`src/rtl/skp_pkg.sv`:
```
// Constants for the skip-on-flag execution block: codes, bit positions,
// register offsets and reset values.
// Assumes a 10-bit instruction word and a 32-bit AXI4-Lite register bus.
package skp_pkg;
   // Instruction codes
   localparam logic [9:0] CODE_EXT_REQ = 10'h038;
   localparam logic [9:0] CODE_EXT_PIN = 10'h03A;
   localparam logic [9:0] CODE_PWR_DOWN = 10'h003;
   localparam logic [9:0] CODE_TIMER_A = 10'h280;
   localparam logic [9:0] CODE_TIMER_B = 10'h281;
   // Bits of irq_ctrl_reg_a and irq_ctrl_reg_b
   localparam int EXT_IRQ_EN_BIT = 0;
   localparam int TIMER_A_IRQ_EN_BIT = 2;
   localparam int TIMER_B_IRQ_EN_BIT = 3;
   localparam int PIN_POL_BIT = 2;
   // Register byte offsets
   localparam logic [7:0] OFS_CTRL_A = 8'h00;
   localparam logic [7:0] OFS_CTRL_B = 8'h04;
   localparam logic [7:0] OFS_FLAGS = 8'h08;
   localparam logic [7:0] OFS_EVT_STATUS = 8'h0C;
   localparam logic [7:0] OFS_EVT_CLEAR = 8'h10;
   localparam logic [7:0] OFS_EVT_ENABLE = 8'h14;
   // Event bits, shared by status, clear and enable
   localparam int EVT_EXT_SKIP = 0;
   localparam int EVT_PIN_SKIP = 1;
   localparam int EVT_PD_SKIP = 2;
   localparam int EVT_TA_SKIP = 3;
   localparam int EVT_TB_SKIP = 4;
   localparam int EVT_SQUASH = 5;
   localparam int EVT_W = 6;
   // Reset values
   localparam logic [3:0] CTRL_A_RST = 4'h0;
   localparam logic [3:0] CTRL_B_RST = 4'h0;
   localparam logic [5:0] EVT_RST = 6'h00;
   localparam logic PIN_LEVEL_RST = 1'b1;
   // AXI responses
   localparam logic [1:0] RESP_OKAY = 2'h0;
   localparam logic [1:0] RESP_SLVERR = 2'h2;
endpackage

```
`src/rtl/skp_dec_if.sv`:
```
// Carrier between the core and its instruction decoder.
// Assumes both ends sit on the same clock; the decode is combinational.
`timescale 1ns/1ns
interface skp_dec_if;
   logic [9:0] code;
   logic ext_req;
   logic ext_pin;
   logic pwr_down;
   logic timer_a;
   logic timer_b;
   modport dec (input code, output ext_req, ext_pin, pwr_down, timer_a, timer_b);
   modport core (output code, input ext_req, ext_pin, pwr_down, timer_a, timer_b);
endinterface

```
`src/rtl/skp_decode.sv`:
```
// Decoder for the five skip instructions.
// Assumes the code is stable while the core samples the result.
`timescale 1ns/1ns
module skp_decode
(
   skp_dec_if.dec bus
);
   // Full 10-bit compare, so neighbouring codes never alias
   always_comb
   begin
      bus.ext_req = (bus.code == skp_pkg::CODE_EXT_REQ);
      bus.ext_pin = (bus.code == skp_pkg::CODE_EXT_PIN);
      bus.pwr_down = (bus.code == skp_pkg::CODE_PWR_DOWN);
      bus.timer_a = (bus.code == skp_pkg::CODE_TIMER_A);
      bus.timer_b = (bus.code == skp_pkg::CODE_TIMER_B);
   end
endmodule

```
`src/rtl/skp_pin_sync.sv`:
```
// Three-stage synchroniser for the external interrupt input pin.
// Assumes the pin is asynchronous to core_clk_in.
`timescale 1ns/1ns
module skp_pin_sync
(
   input wire logic core_clk_in,
   input wire logic reset_n_in,
   input wire logic pin_in,
   output logic level_out
);
   logic meta;
   logic stage2;
   logic stage3;

   // Only stage2 reads meta; level moves once stage2 and stage3 agree
   always_ff @(posedge core_clk_in or negedge reset_n_in)
   begin
      if (!reset_n_in)
      begin
         meta <= skp_pkg::PIN_LEVEL_RST;
         stage2 <= skp_pkg::PIN_LEVEL_RST;
         stage3 <= skp_pkg::PIN_LEVEL_RST;
         level_out <= skp_pkg::PIN_LEVEL_RST;
      end
      else
      begin
         meta <= pin_in;
         stage2 <= meta;
         stage3 <= stage2;
         if (stage2 == stage3)
         begin
            level_out <= stage3;
         end
      end
   end
endmodule

```
`src/rtl/skp_core.sv`:
```
// Skip-on-flag execution block of a 4-bit CPU, with AXI4-Lite registers.
// Assumes one instruction word offered per instr_valid_in cycle, flag set
// pulses from logic on core_clk_in, and an asynchronous interrupt pin.
//
// Operation
// - With ext enable clear, the ext-request skip skips when its flag is 1 and clears it.
// - The ext enable is bit 0 of control register A; when set the ext skip is a no-op.
// - Code 03A is the pin-level skip, one word, one cycle, carry untouched.
// - With polarity select 0 the pin-level skip skips when the pin is low.
// - Polarity select is bit 2 of control register B; at 1 the skip is taken on a high pin.
// - Code 003 skips when the power-down flag is 1 and leaves that flag alone.
// - Code 280 is the timer A skip, one word, one cycle.
// - With timer A enable clear, the timer A skip skips on its flag and clears it.
// - Timer A enable is bit 2 of control register A; when set the skip is a no-op.
// - Code 281 is the timer B skip, one word, one cycle.
// - With timer B enable clear, the timer B skip skips on its flag and clears it.
// - Timer B enable is bit 3 of control register A; when set the skip is a no-op.
// - Code 038 is the ext-request skip, one word, one cycle.
`timescale 1ns/1ns
module skp_core
(
   input wire logic core_clk_in,
   input wire logic reset_n_in,
   // Instruction stream
   input wire logic instr_valid_in,
   input wire logic [9:0] instr_code_in,
   // Flag sources
   input wire logic ext_request_set_in,
   input wire logic timer_a_request_set_in,
   input wire logic timer_b_request_set_in,
   input wire logic power_down_flag_in,
   input wire logic ext_irq_pin_in,
   // Execution results
   output logic skip_pending_out,
   output logic pc_advance_out,
   output logic squash_out,
   output logic ext_request_flag_out,
   output logic timer_a_request_flag_out,
   output logic timer_b_request_flag_out,
   output logic irq_out,
   // AXI4-Lite slave
   input wire logic axi_awvalid_in,
   output logic axi_awready_out,
   input wire logic [7:0] axi_awaddr_in,
   input wire logic axi_wvalid_in,
   output logic axi_wready_out,
   input wire logic [31:0] axi_wdata_in,
   input wire logic [3:0] axi_wstrb_in,
   output logic axi_bvalid_out,
   input wire logic axi_bready_in,
   output logic [1:0] axi_bresp_out,
   input wire logic axi_arvalid_in,
   output logic axi_arready_out,
   input wire logic [7:0] axi_araddr_in,
   output logic axi_rvalid_out,
   input wire logic axi_rready_in,
   output logic [31:0] axi_rdata_out,
   output logic [1:0] axi_rresp_out
);
   skp_dec_if dec_bus ();
   logic [3:0] irq_ctrl_reg_a;
   logic [3:0] irq_ctrl_reg_b;
   logic [5:0] evt_status;
   logic [5:0] evt_enable;
   logic pin_level;
   logic exec;
   logic squash;
   logic ext_take;
   logic pin_take;
   logic pd_take;
   logic ta_take;
   logic tb_take;
   logic [5:0] evt_set;
   logic [5:0] evt_clr;
   logic [7:0] aw_addr;
   logic aw_held;
   logic [31:0] w_data;
   logic w_held;
   logic do_write;
   logic [31:0] next_rdata;
   logic next_rerr;

   assign dec_bus.code = instr_code_in;

   skp_decode u_decode
   (
      .bus(dec_bus)
   );

   skp_pin_sync u_pin_sync
   (
      .core_clk_in(core_clk_in),
      .reset_n_in(reset_n_in),
      .pin_in(ext_irq_pin_in),
      .level_out(pin_level)
   );

   // Word after a taken skip is squashed instead of executed
   assign exec = instr_valid_in && !skip_pending_out;
   assign squash = instr_valid_in && skip_pending_out;

   // Skip decisions; an enable bit set turns the instruction into a no-op
   assign ext_take = exec && dec_bus.ext_req && !irq_ctrl_reg_a[skp_pkg::EXT_IRQ_EN_BIT]
      && ext_request_flag_out;
   assign pin_take = exec && dec_bus.ext_pin
      && (pin_level == irq_ctrl_reg_b[skp_pkg::PIN_POL_BIT]);
   assign pd_take = exec && dec_bus.pwr_down && power_down_flag_in;
   assign ta_take = exec && dec_bus.timer_a && !irq_ctrl_reg_a[skp_pkg::TIMER_A_IRQ_EN_BIT]
      && timer_a_request_flag_out;
   assign tb_take = exec && dec_bus.timer_b && !irq_ctrl_reg_a[skp_pkg::TIMER_B_IRQ_EN_BIT]
      && timer_b_request_flag_out;

   // Skip state and PC strobes; one word per cycle, no carry write path
   always_ff @(posedge core_clk_in or negedge reset_n_in)
   begin
      if (!reset_n_in)
      begin
         skip_pending_out <= 1'b0;
         pc_advance_out <= 1'b0;
         squash_out <= 1'b0;
      end
      else
      begin
         pc_advance_out <= instr_valid_in;
         squash_out <= squash;
         if (instr_valid_in)
         begin
            skip_pending_out <= ext_take || pin_take || pd_take || ta_take || tb_take;
         end
      end
   end

   // Request flags: a set in the same cycle beats the skip's clear
   always_ff @(posedge core_clk_in or negedge reset_n_in)
   begin
      if (!reset_n_in)
      begin
         ext_request_flag_out <= 1'b0;
         timer_a_request_flag_out <= 1'b0;
         timer_b_request_flag_out <= 1'b0;
      end
      else
      begin
         ext_request_flag_out <= ext_request_set_in
            || (ext_request_flag_out && !ext_take);
         timer_a_request_flag_out <= timer_a_request_set_in
            || (timer_a_request_flag_out && !ta_take);
         timer_b_request_flag_out <= timer_b_request_set_in
            || (timer_b_request_flag_out && !tb_take);
      end
   end

   // Event sources, one bit each
   assign evt_set = {squash, tb_take, ta_take, pd_take, pin_take, ext_take};
   assign evt_clr = (do_write && aw_addr == skp_pkg::OFS_EVT_CLEAR) ? w_data[5:0] : 6'h00;

   // Sticky events; a new event wins over a clear in the same cycle
   always_ff @(posedge core_clk_in or negedge reset_n_in)
   begin
      if (!reset_n_in)
      begin
         evt_status <= skp_pkg::EVT_RST;
         irq_out <= 1'b0;
      end
      else
      begin
         evt_status <= (evt_status & ~evt_clr) | evt_set;
         irq_out <= |(((evt_status & ~evt_clr) | evt_set) & evt_enable);
      end
   end

   // Write address and data taken in either order, then one response
   assign do_write = aw_held && w_held && !axi_bvalid_out;

   always_ff @(posedge core_clk_in or negedge reset_n_in)
   begin
      if (!reset_n_in)
      begin
         aw_held <= 1'b0;
         w_held <= 1'b0;
         aw_addr <= 8'h00;
         w_data <= 32'h0000_0000;
         axi_awready_out <= 1'b1;
         axi_wready_out <= 1'b1;
         axi_bvalid_out <= 1'b0;
         axi_bresp_out <= skp_pkg::RESP_OKAY;
      end
      else
      begin
         if (axi_awvalid_in && axi_awready_out)
         begin
            aw_held <= 1'b1;
            aw_addr <= axi_awaddr_in;
            axi_awready_out <= 1'b0;
         end
         if (axi_wvalid_in && axi_wready_out)
         begin
            w_held <= 1'b1;
            w_data <= axi_wdata_in;
            axi_wready_out <= 1'b0;
         end
         if (do_write)
         begin
            axi_bvalid_out <= 1'b1;
            axi_bresp_out <= (aw_addr == skp_pkg::OFS_CTRL_A || aw_addr == skp_pkg::OFS_CTRL_B
               || aw_addr == skp_pkg::OFS_EVT_CLEAR || aw_addr == skp_pkg::OFS_EVT_ENABLE)
               ? skp_pkg::RESP_OKAY : skp_pkg::RESP_SLVERR;
         end
         if (axi_bvalid_out && axi_bready_in)
         begin
            axi_bvalid_out <= 1'b0;
            aw_held <= 1'b0;
            w_held <= 1'b0;
            axi_awready_out <= 1'b1;
            axi_wready_out <= 1'b1;
         end
      end
   end

   // Writable registers; only byte lane 0 carries bits
   always_ff @(posedge core_clk_in or negedge reset_n_in)
   begin
      if (!reset_n_in)
      begin
         irq_ctrl_reg_a <= skp_pkg::CTRL_A_RST;
         irq_ctrl_reg_b <= skp_pkg::CTRL_B_RST;
         evt_enable <= skp_pkg::EVT_RST;
      end
      else if (do_write && axi_wstrb_in[0] | 1'b1 && w_held)
      begin
         case (aw_addr)
            skp_pkg::OFS_CTRL_A: irq_ctrl_reg_a <= w_data[3:0];
            skp_pkg::OFS_CTRL_B: irq_ctrl_reg_b <= w_data[3:0];
            skp_pkg::OFS_EVT_ENABLE: evt_enable <= w_data[5:0];
            default: ;
         endcase
      end
   end

   // Read mux; unmapped and write-only offsets answer SLVERR with zero
   always_comb
   begin
      next_rdata = 32'h0000_0000;
      next_rerr = 1'b0;
      case (axi_araddr_in)
         skp_pkg::OFS_CTRL_A: next_rdata = {28'h0000000, irq_ctrl_reg_a};
         skp_pkg::OFS_CTRL_B: next_rdata = {28'h0000000, irq_ctrl_reg_b};
         skp_pkg::OFS_FLAGS: next_rdata = {26'h0, skip_pending_out, pin_level,
            power_down_flag_in, timer_b_request_flag_out, timer_a_request_flag_out,
            ext_request_flag_out};
         skp_pkg::OFS_EVT_STATUS: next_rdata = {26'h0, evt_status};
         skp_pkg::OFS_EVT_ENABLE: next_rdata = {26'h0, evt_enable};
         default: next_rerr = 1'b1;
      endcase
   end

   // Read channel: one outstanding read, answer one cycle after address
   always_ff @(posedge core_clk_in or negedge reset_n_in)
   begin
      if (!reset_n_in)
      begin
         axi_arready_out <= 1'b1;
         axi_rvalid_out <= 1'b0;
         axi_rdata_out <= 32'h0000_0000;
         axi_rresp_out <= skp_pkg::RESP_OKAY;
      end
      else
      begin
         if (axi_arvalid_in && axi_arready_out)
         begin
            axi_arready_out <= 1'b0;
            axi_rvalid_out <= 1'b1;
            axi_rdata_out <= next_rdata;
            axi_rresp_out <= next_rerr ? skp_pkg::RESP_SLVERR : skp_pkg::RESP_OKAY;
         end
         else if (axi_rvalid_out && axi_rready_in)
         begin
            axi_rvalid_out <= 1'b0;
            axi_arready_out <= 1'b1;
         end
      end
   end
endmodule

```
`config.mk`:
```
export PLATFORM = sky130hd
export DESIGN_NAME = skp_core
export DESIGN_NICKNAME = d
export VERILOG_FILES = /design/src/rtl/skp_pkg.sv /design/src/rtl/skp_dec_if.sv /design/src/rtl/skp_decode.sv /design/src/rtl/skp_pin_sync.sv /design/src/rtl/skp_core.sv
export SDC_FILE = /design/constraint.sdc
export NUM_CORES = 1
export LEC_CHECK = 0
export BUFFER_PORTS_ARGS = -buffer_cell sky130_fd_sc_hd__buf_4
export CELL_PAD_IN_SITES_DETAIL_PLACEMENT = 1
export CELL_PAD_IN_SITES_GLOBAL_PLACEMENT = 2
export CORE_AREA = 2 2 140 87
export DETAILED_ROUTE_END_ITERATION = 10
export DIE_AREA = 0 0 142 89
export PLACE_DENSITY_LB_ADDON = 0.1
export SETUP_SLACK_MARGIN = 0.2
export SLEW_MARGIN = 25
export SYNTH_ARGS = -nofsm -noshare
export SYNTH_HDL_FRONTEND = slang
export SYNTH_HIERARCHICAL = 1
export SYNTH_SLANG_ARGS = --single-unit
```
`constraint.sdc`:
```
create_clock -name core_clk_in -period 1.7 [get_ports core_clk_in]
set_input_delay 0.17 -clock core_clk_in [delete_from_list [all_inputs] [get_ports core_clk_in]]
set_output_delay 0.17 -clock core_clk_in [all_outputs]
set_load 0.02 [all_outputs]
```
After elaboration in Yosys (flattened, before gate mapping)
Index checks and enable logic that the tools add are counted.
{"block": "totals", "ff_bits": 88, "out_inout_bits": 48, "wordCells": 119}
{"block": "classes", "n_eq_ne": 14, "n_mux": 18, "bitwise": 4, "n_reduce_logical": 56}
{"operator": "one-hot mux 6 bit (5 select lines)", "n": 1}
{"operator": "logical AND 1 bit", "n": 27}
{"operator": "== test 8 x 5 -> 1 bit, second input constant", "n": 3}
{"operator": "== test 10 bit, second input constant", "n": 2}
{"operator": "== test 10 x 6 -> 1 bit, second input constant", "n": 2}
{"operator": "== test 8 x 3 -> 1 bit, second input constant", "n": 2}
{"operator": "== test 8 x 4 -> 1 bit, second input constant", "n": 2}
{"operator": "zero test 8 bit", "n": 2}
{"operator": "two-way mux 1 bit", "n": 14}
{"operator": "AND 6 bit", "n": 2}
{"operator": "== test 10 x 2 -> 1 bit, second input constant", "n": 1}
{"operator": "logical OR 1 bit", "n": 10}
{"operator": "zero test 1 bit", "n": 8}
{"operator": "nonzero test 2 bit", "n": 4}
{"operator": "two-way mux 6 bit", "n": 1}
{"operator": "inverter 6 bit", "n": 1}
{"operator": "OR 6 bit", "n": 1}
{"operator": "AND reduction 2 bit", "n": 3}
{"operator": "OR reduction 6 bit", "n": 1}
{"operator": "OR reduction 5 bit", "n": 1}
{"operator": "two-way mux 2 bit", "n": 2}
{"operator": "== test 1 bit", "n": 2}

Longest topological paths before layout
{"block": "depth", "word_depth": 9, "mapped_depth": 6, "ltp_nobuf": 6}

Hierarchy
Netlist, hierarchy kept.
{"module": "skp_core", "n_inst": 1, "cells_each": 228, "area_each_um2": 2691.3}
{"module": "skp_pin_sync", "n_inst": 1, "cells_each": 5, "area_each_um2": 116.4}
{"module": "skp_decode", "n_inst": 1, "cells_each": 13, "area_each_um2": 85.1}

Least setup slack after synthesis
OpenSTA, ideal clock, no wires.
{"block": "synth_timing", "kind": "flip-flop to flip-flop", "startpoint": "register axi_bvalid_out", "endpoint": "register irq_ctrl_reg_a[1]", "synth_period_minus_slack_ps": 1686, "n_path_buf": 0, "t_arrival_ps": 1561, "setup_time_ps": 125, "slack_ps": 14, "stages_incl_launch_ff": 5, "path_cell_list": "dfrtp_1 -> nand3b_1 -> nor2b_1 -> and4bb_2 -> mux2_2"}
{"block": "synth_via", "elab_chain_len": 4}
{"item": "start: declaration", "line_no": "skp_core.sv:49", "source": "output logic axi_bvalid_out,"}
{"item": "start signal: assignment", "line_no": "skp_core.sv:185", "source": "axi_bvalid_out <= 1'b0;"}
{"item": "start signal: assignment", "line_no": "skp_core.sv:204", "source": "axi_bvalid_out <= 1'b1;"}
{"item": "start signal: assignment", "line_no": "skp_core.sv:211", "source": "axi_bvalid_out <= 1'b0;"}
{"item": "zero test 1 bit", "line_no": "skp_core.sv:173", "source": "assign do_write = aw_held && w_held && !axi_bvalid_out;"}
{"item": "logical AND 1 bit", "line_no": "skp_core.sv:173"}
{"item": "logical AND 1 bit", "line_no": "skp_core.sv:229", "source": "else if (do_write && axi_wstrb_in[0] | 1'b1 && w_held)"}
{"item": "AND reduction 2 bit (no line)"}
{"item": "end signal: assignment", "line_no": "skp_core.sv:225", "source": "irq_ctrl_reg_a <= skp_pkg::CTRL_A_RST;"}
{"item": "end signal: assignment", "line_no": "skp_core.sv:232", "source": "skp_pkg::OFS_CTRL_A: irq_ctrl_reg_a <= w_data[3:0];"}
{"item": "end: declaration", "line_no": "skp_core.sv:61", "source": "logic [3:0] irq_ctrl_reg_a;"}
No other way between the ends.
A chain may end at the register's enable or synchronous reset.

Worst setup path after layout
{"block": "layout_timing", "startpoint": "register axi_bvalid_out", "endpoint": "register irq_out"}
{"block": "layout_via", "elab_chain_len": 9}
{"item": "zero test 1 bit", "line_no": "skp_core.sv:173"}
{"item": "logical AND 1 bit", "line_no": "skp_core.sv:173"}
{"item": "logical AND 1 bit", "line_no": "skp_core.sv:155", "source": "assign evt_clr = (do_write && aw_addr == skp_pkg::OFS_EVT_CLEAR) ? w_data[5:0] : 6'h00;"}
{"item": "two-way mux 6 bit", "line_no": "skp_core.sv:155"}
{"item": "inverter 6 bit", "line_no": "skp_core.sv:168", "source": "irq_out <= |(((evt_status & ~evt_clr) | evt_set) & evt_enable);"}
{"item": "AND 6 bit", "line_no": "skp_core.sv:168"}
{"item": "OR 6 bit", "line_no": "skp_core.sv:168"}
{"item": "AND 6 bit", "line_no": "skp_core.sv:168"}
{"item": "OR reduction 6 bit", "line_no": "skp_core.sv:168"}
{"item": "end signal: assignment", "line_no": "skp_core.sv:168"}
{"item": "end: declaration", "line_no": "skp_core.sv:40", "source": "output logic irq_out,"}
No other way between the ends.

==> flow_metrics.tcl <==
set metrics [dict create \
    p_sw_share_pct 30.5 \
    antenna_found_initial 0 \
    path_class "reg -> reg" \
    fp.dieH_um 89 \
    grt_pass1_vias 2277 \
    numPortBuffers 64 \
    seq_power_share_pct 41.2 \
    cp.arrival_ps 1900 \
    placed_area_sq_um 3680 \
    boundaryPins 123 \
    slowest_delay_ps 420 \
    ys_seq_area_share_pct 52.2 \
    gp_congestion 0.784 \
    setup_viol 0 \
    start_util_pct 25.8 \
    rsz0062_at_grt "true" \
    num_vias 2188 \
    htree_levels 3 \
    finalHoldViolations 0 \
    ys_ff_latch 60 \
    drive_gt1_share_pct 48.5 \
    synthTopCellsByArea "dfrtp_1 46%, mux2_2 11%, buf_4 7.3%, dfstp_2 6.4%, nand2_1 2.7%" \
    place_hpwl_mm 6.32 \
    wire_per_inst_um 16.1 \
    p_leak_uw 0.00191 \
    min_from "axi_awvalid_in" \
    diodes 0 \
    cts_sinks 60 \
    cts_made_buffers 9 \
    grt_overflow_total 0 \
    post_synth_num_cell_types 50 \
    ant_nets 0 \
    netlist_area_sq_um 2890 \
    row_count 30 \
    fin_nets 431 \
    setup_tns_ps 0 \
    core_sq_um 11200 \
    r2r-end "irq_out$_DFF_PN0_" \
    cts_tree "built" \
    cts_root_buffer "clkbuf_16" \
    endpoint_kind "register" \
    track_usage_pct 13.9 \
    hold_end "axi_awready_out$_DFFE_PN1P_" \
    internal_power_uw 3620 \
    synth_common_cells "53 x dfrtp_1, 29 x mux2_2, 28 x buf_4" \
    cts_buffer_depth 2 \
    status "completed" \
    dieArea_sq_um 12600 \
    pwr-share-comb_pct 26.6 \
    synthArstFlopShare_pct 100 \
    cp_slowest_cell "and4bb_4" \
    synth_edf_count 0 \
    power_frac_clock_pct 32.2 \
    clk_latency_ps 330 \
    rr_worst_depth 6 \
    area_growth_pct 44.2 \
    grt_max_degree 35 \
    fin_skew_ps 8.59 \
    r2r_slack_ps 4 \
    syn_inst 246 \
    finalNonFillerCells 505 \
    path_clk_slew_ps 50 \
    drt_pass1_iterations 4 \
    rr_startpoint "axi_bvalid_out$_DFFE_PN0P_" \
    start_kind "register" \
    drtIter0Drc 57 \
    viasPerCell 4.33 \
    synth_top_area_share_pct 45.8 \
    die_width_um 142 \
    drc_errors 0 \
    cap_viol_max_count 0 \
    wl_mm 8.12 \
    worstHoldPathCells 2 \
    postLayoutCellArea_sq_um 4170 \
    timing.fmax_mhz 590 \
    cp_max_fo 5 \
    synth.avg_cell_area_sq_um 11.8 \
    p_sw_uw 1590 \
    finalCriticalPeriod_ps 1700 \
    setup.worst_path.start "axi_bvalid_out$_DFFE_PN0P_" \
    synth_flop_cell "dfrtp_1" \
    path_cells "nand3b_1, and4bb_4, buf_4, a21boi_1, o21ai_1, nand4_1" \
    dp.cells 480 \
    fin_crit_sh_pct 99.7 \
    synth_area_leader_cell "dfrtp_1" \
    drv_slew 0 \
    cp.required_ps 1910 \
    ys_warn_count 6 \
    hold_path_class "in -> reg" \
    synth_most_common_cell "dfrtp_1" \
    power_density_nw_per_um2 1250 \
    ir_worst_vdd_mv 0.569 \
    grt_pass1_wl_mm 12.8 \
]
-- critical path: cells and delay by family, from the launching register on --
kind / cells / cell delay (ps)
simple gates: 3 / 790
flops: 1 / 400
compound gates: 2 / 240
buf+inv: 1 / 120
-- power by group through the flow --
stage	clock [uW]	combinational (uW)	sequential (uW)
after floorplan	0	638	2150
final	1680	1390	2140
after global placement	0	1290	2130
after global routing	1800	1520	2180
after CTS	1740	1350	2130
after detailed placement	0	1300	2140
-- repair_timing --
item,CTS,global route
setup buffers,2,2
setup endpoints to repair,16,20
hold buffers,5,0
gates resized for setup,7,24
gates cloned,0,0
pin swaps,3,9
hold endpoints to repair,28,0
-- layout by cell type (no fill, tap or decap), types with 2 or more instances in the layout --
cell           count
nor4_2             2
mux2_2            20
inv_1              7
conb_1            28
mux2i_1            4
o21ai_0            8
or4_4              2
a21oi_1            7
nand3b_1           3
nand4b_1           3
a22o_1             2
a21o_1             3
nand2_1           20
dfstp_2            7
dlygate4sd3_1      5
a22oi_1            2
nor2b_1            2
mux2_4             9
buf_6              3
dfrtp_1           52
clkbuf_16          9
o21ai_1            3
nand3_1            6
a31oi_1            6
clkinv_2           2
nor4_4             2
clkbuf_1           3
clkbuf_8           2
nor3_2             3
nand2b_1           3
o2bb2ai_1          2
nand3_2            2
and4bb_4           2
buf_4             93
nand4_1            3
-- how the worst max path moves through the flow --
stage	end	slack, ps	cells past startpoint
final	irq_out$_DFF_PN0_	4	6
after global routing	irq_out$_DFF_PN0_	-80	6
after CTS	irq_ctrl_reg_a[3]$_DFFE_PN0P_	20	4
after detailed placement	irq_out$_DFF_PN0_	-170	8
after global placement	irq_out$_DFF_PN0_	-180	8
after floorplan	irq_ctrl_reg_a[1]$_DFFE_PN0P_	100	4
-- per-layer routing --
layer  up-vias  global-route usage (%)  share of wire, %  wire length (um)
met4         0                    5.27               1.6               129
met3        10                    4.50               4.6               376
met5         -                       0                 0                 0
met1      1060                    20.8                54              4350
met2        55                    18.4                40              3260
li1       1063                       -                 -                 -
-- per-stage QoR --
stage	hold WS [ps]	utilization [%]	power (uW)	setup WS, ps
2_1_floorplan	-126	-	2780	104
3_3_place_gp	128	32.8	3430	-177
3_5_place_dp	129	32.8	3440	-169
4_1_cts	1.35	36.1	5220	20.2
5_1_grt	8.59	37.2	5510	-81.2
6_report	8.49	37.2	5200	4.39
-- final cells by class --
class                      count  area, sq um
fill                        1232         7050
sequential                    60         1510
clock buffer                  14          264
tap                          144          180
multi-input combinational    175         1360
clock inverter                 2         10.0
inverter                       7         26.3
timing repair buffer         103          817
-- logic make-up (layout without fill, tap and decap cells) --
logic type	after synthesis	in the layout	synth area share, %
and+or+nand+nor	70	70	15.2
DFF	60	60	52.2
buffers and inverters	38	126	9.26
xor gates and xnor gates	1	1	0.303
AOI/OAI and AO/OA	41	41	9.08
other	1	28	0.130
muxes	34	34	13.5
adders and majority gates	1	1	0.389
-- registers in the layout, summed over array words and instances, names as in the netlist, 4 cells and up --
register        flops
axi_rdata_out       6
evt_enable          6
w_data              6
evt_status          6
irq_ctrl_reg_b      4
irq_ctrl_reg_a      4
aw_addr             8
Note: power is estimated with default switching activity, not from simulation.
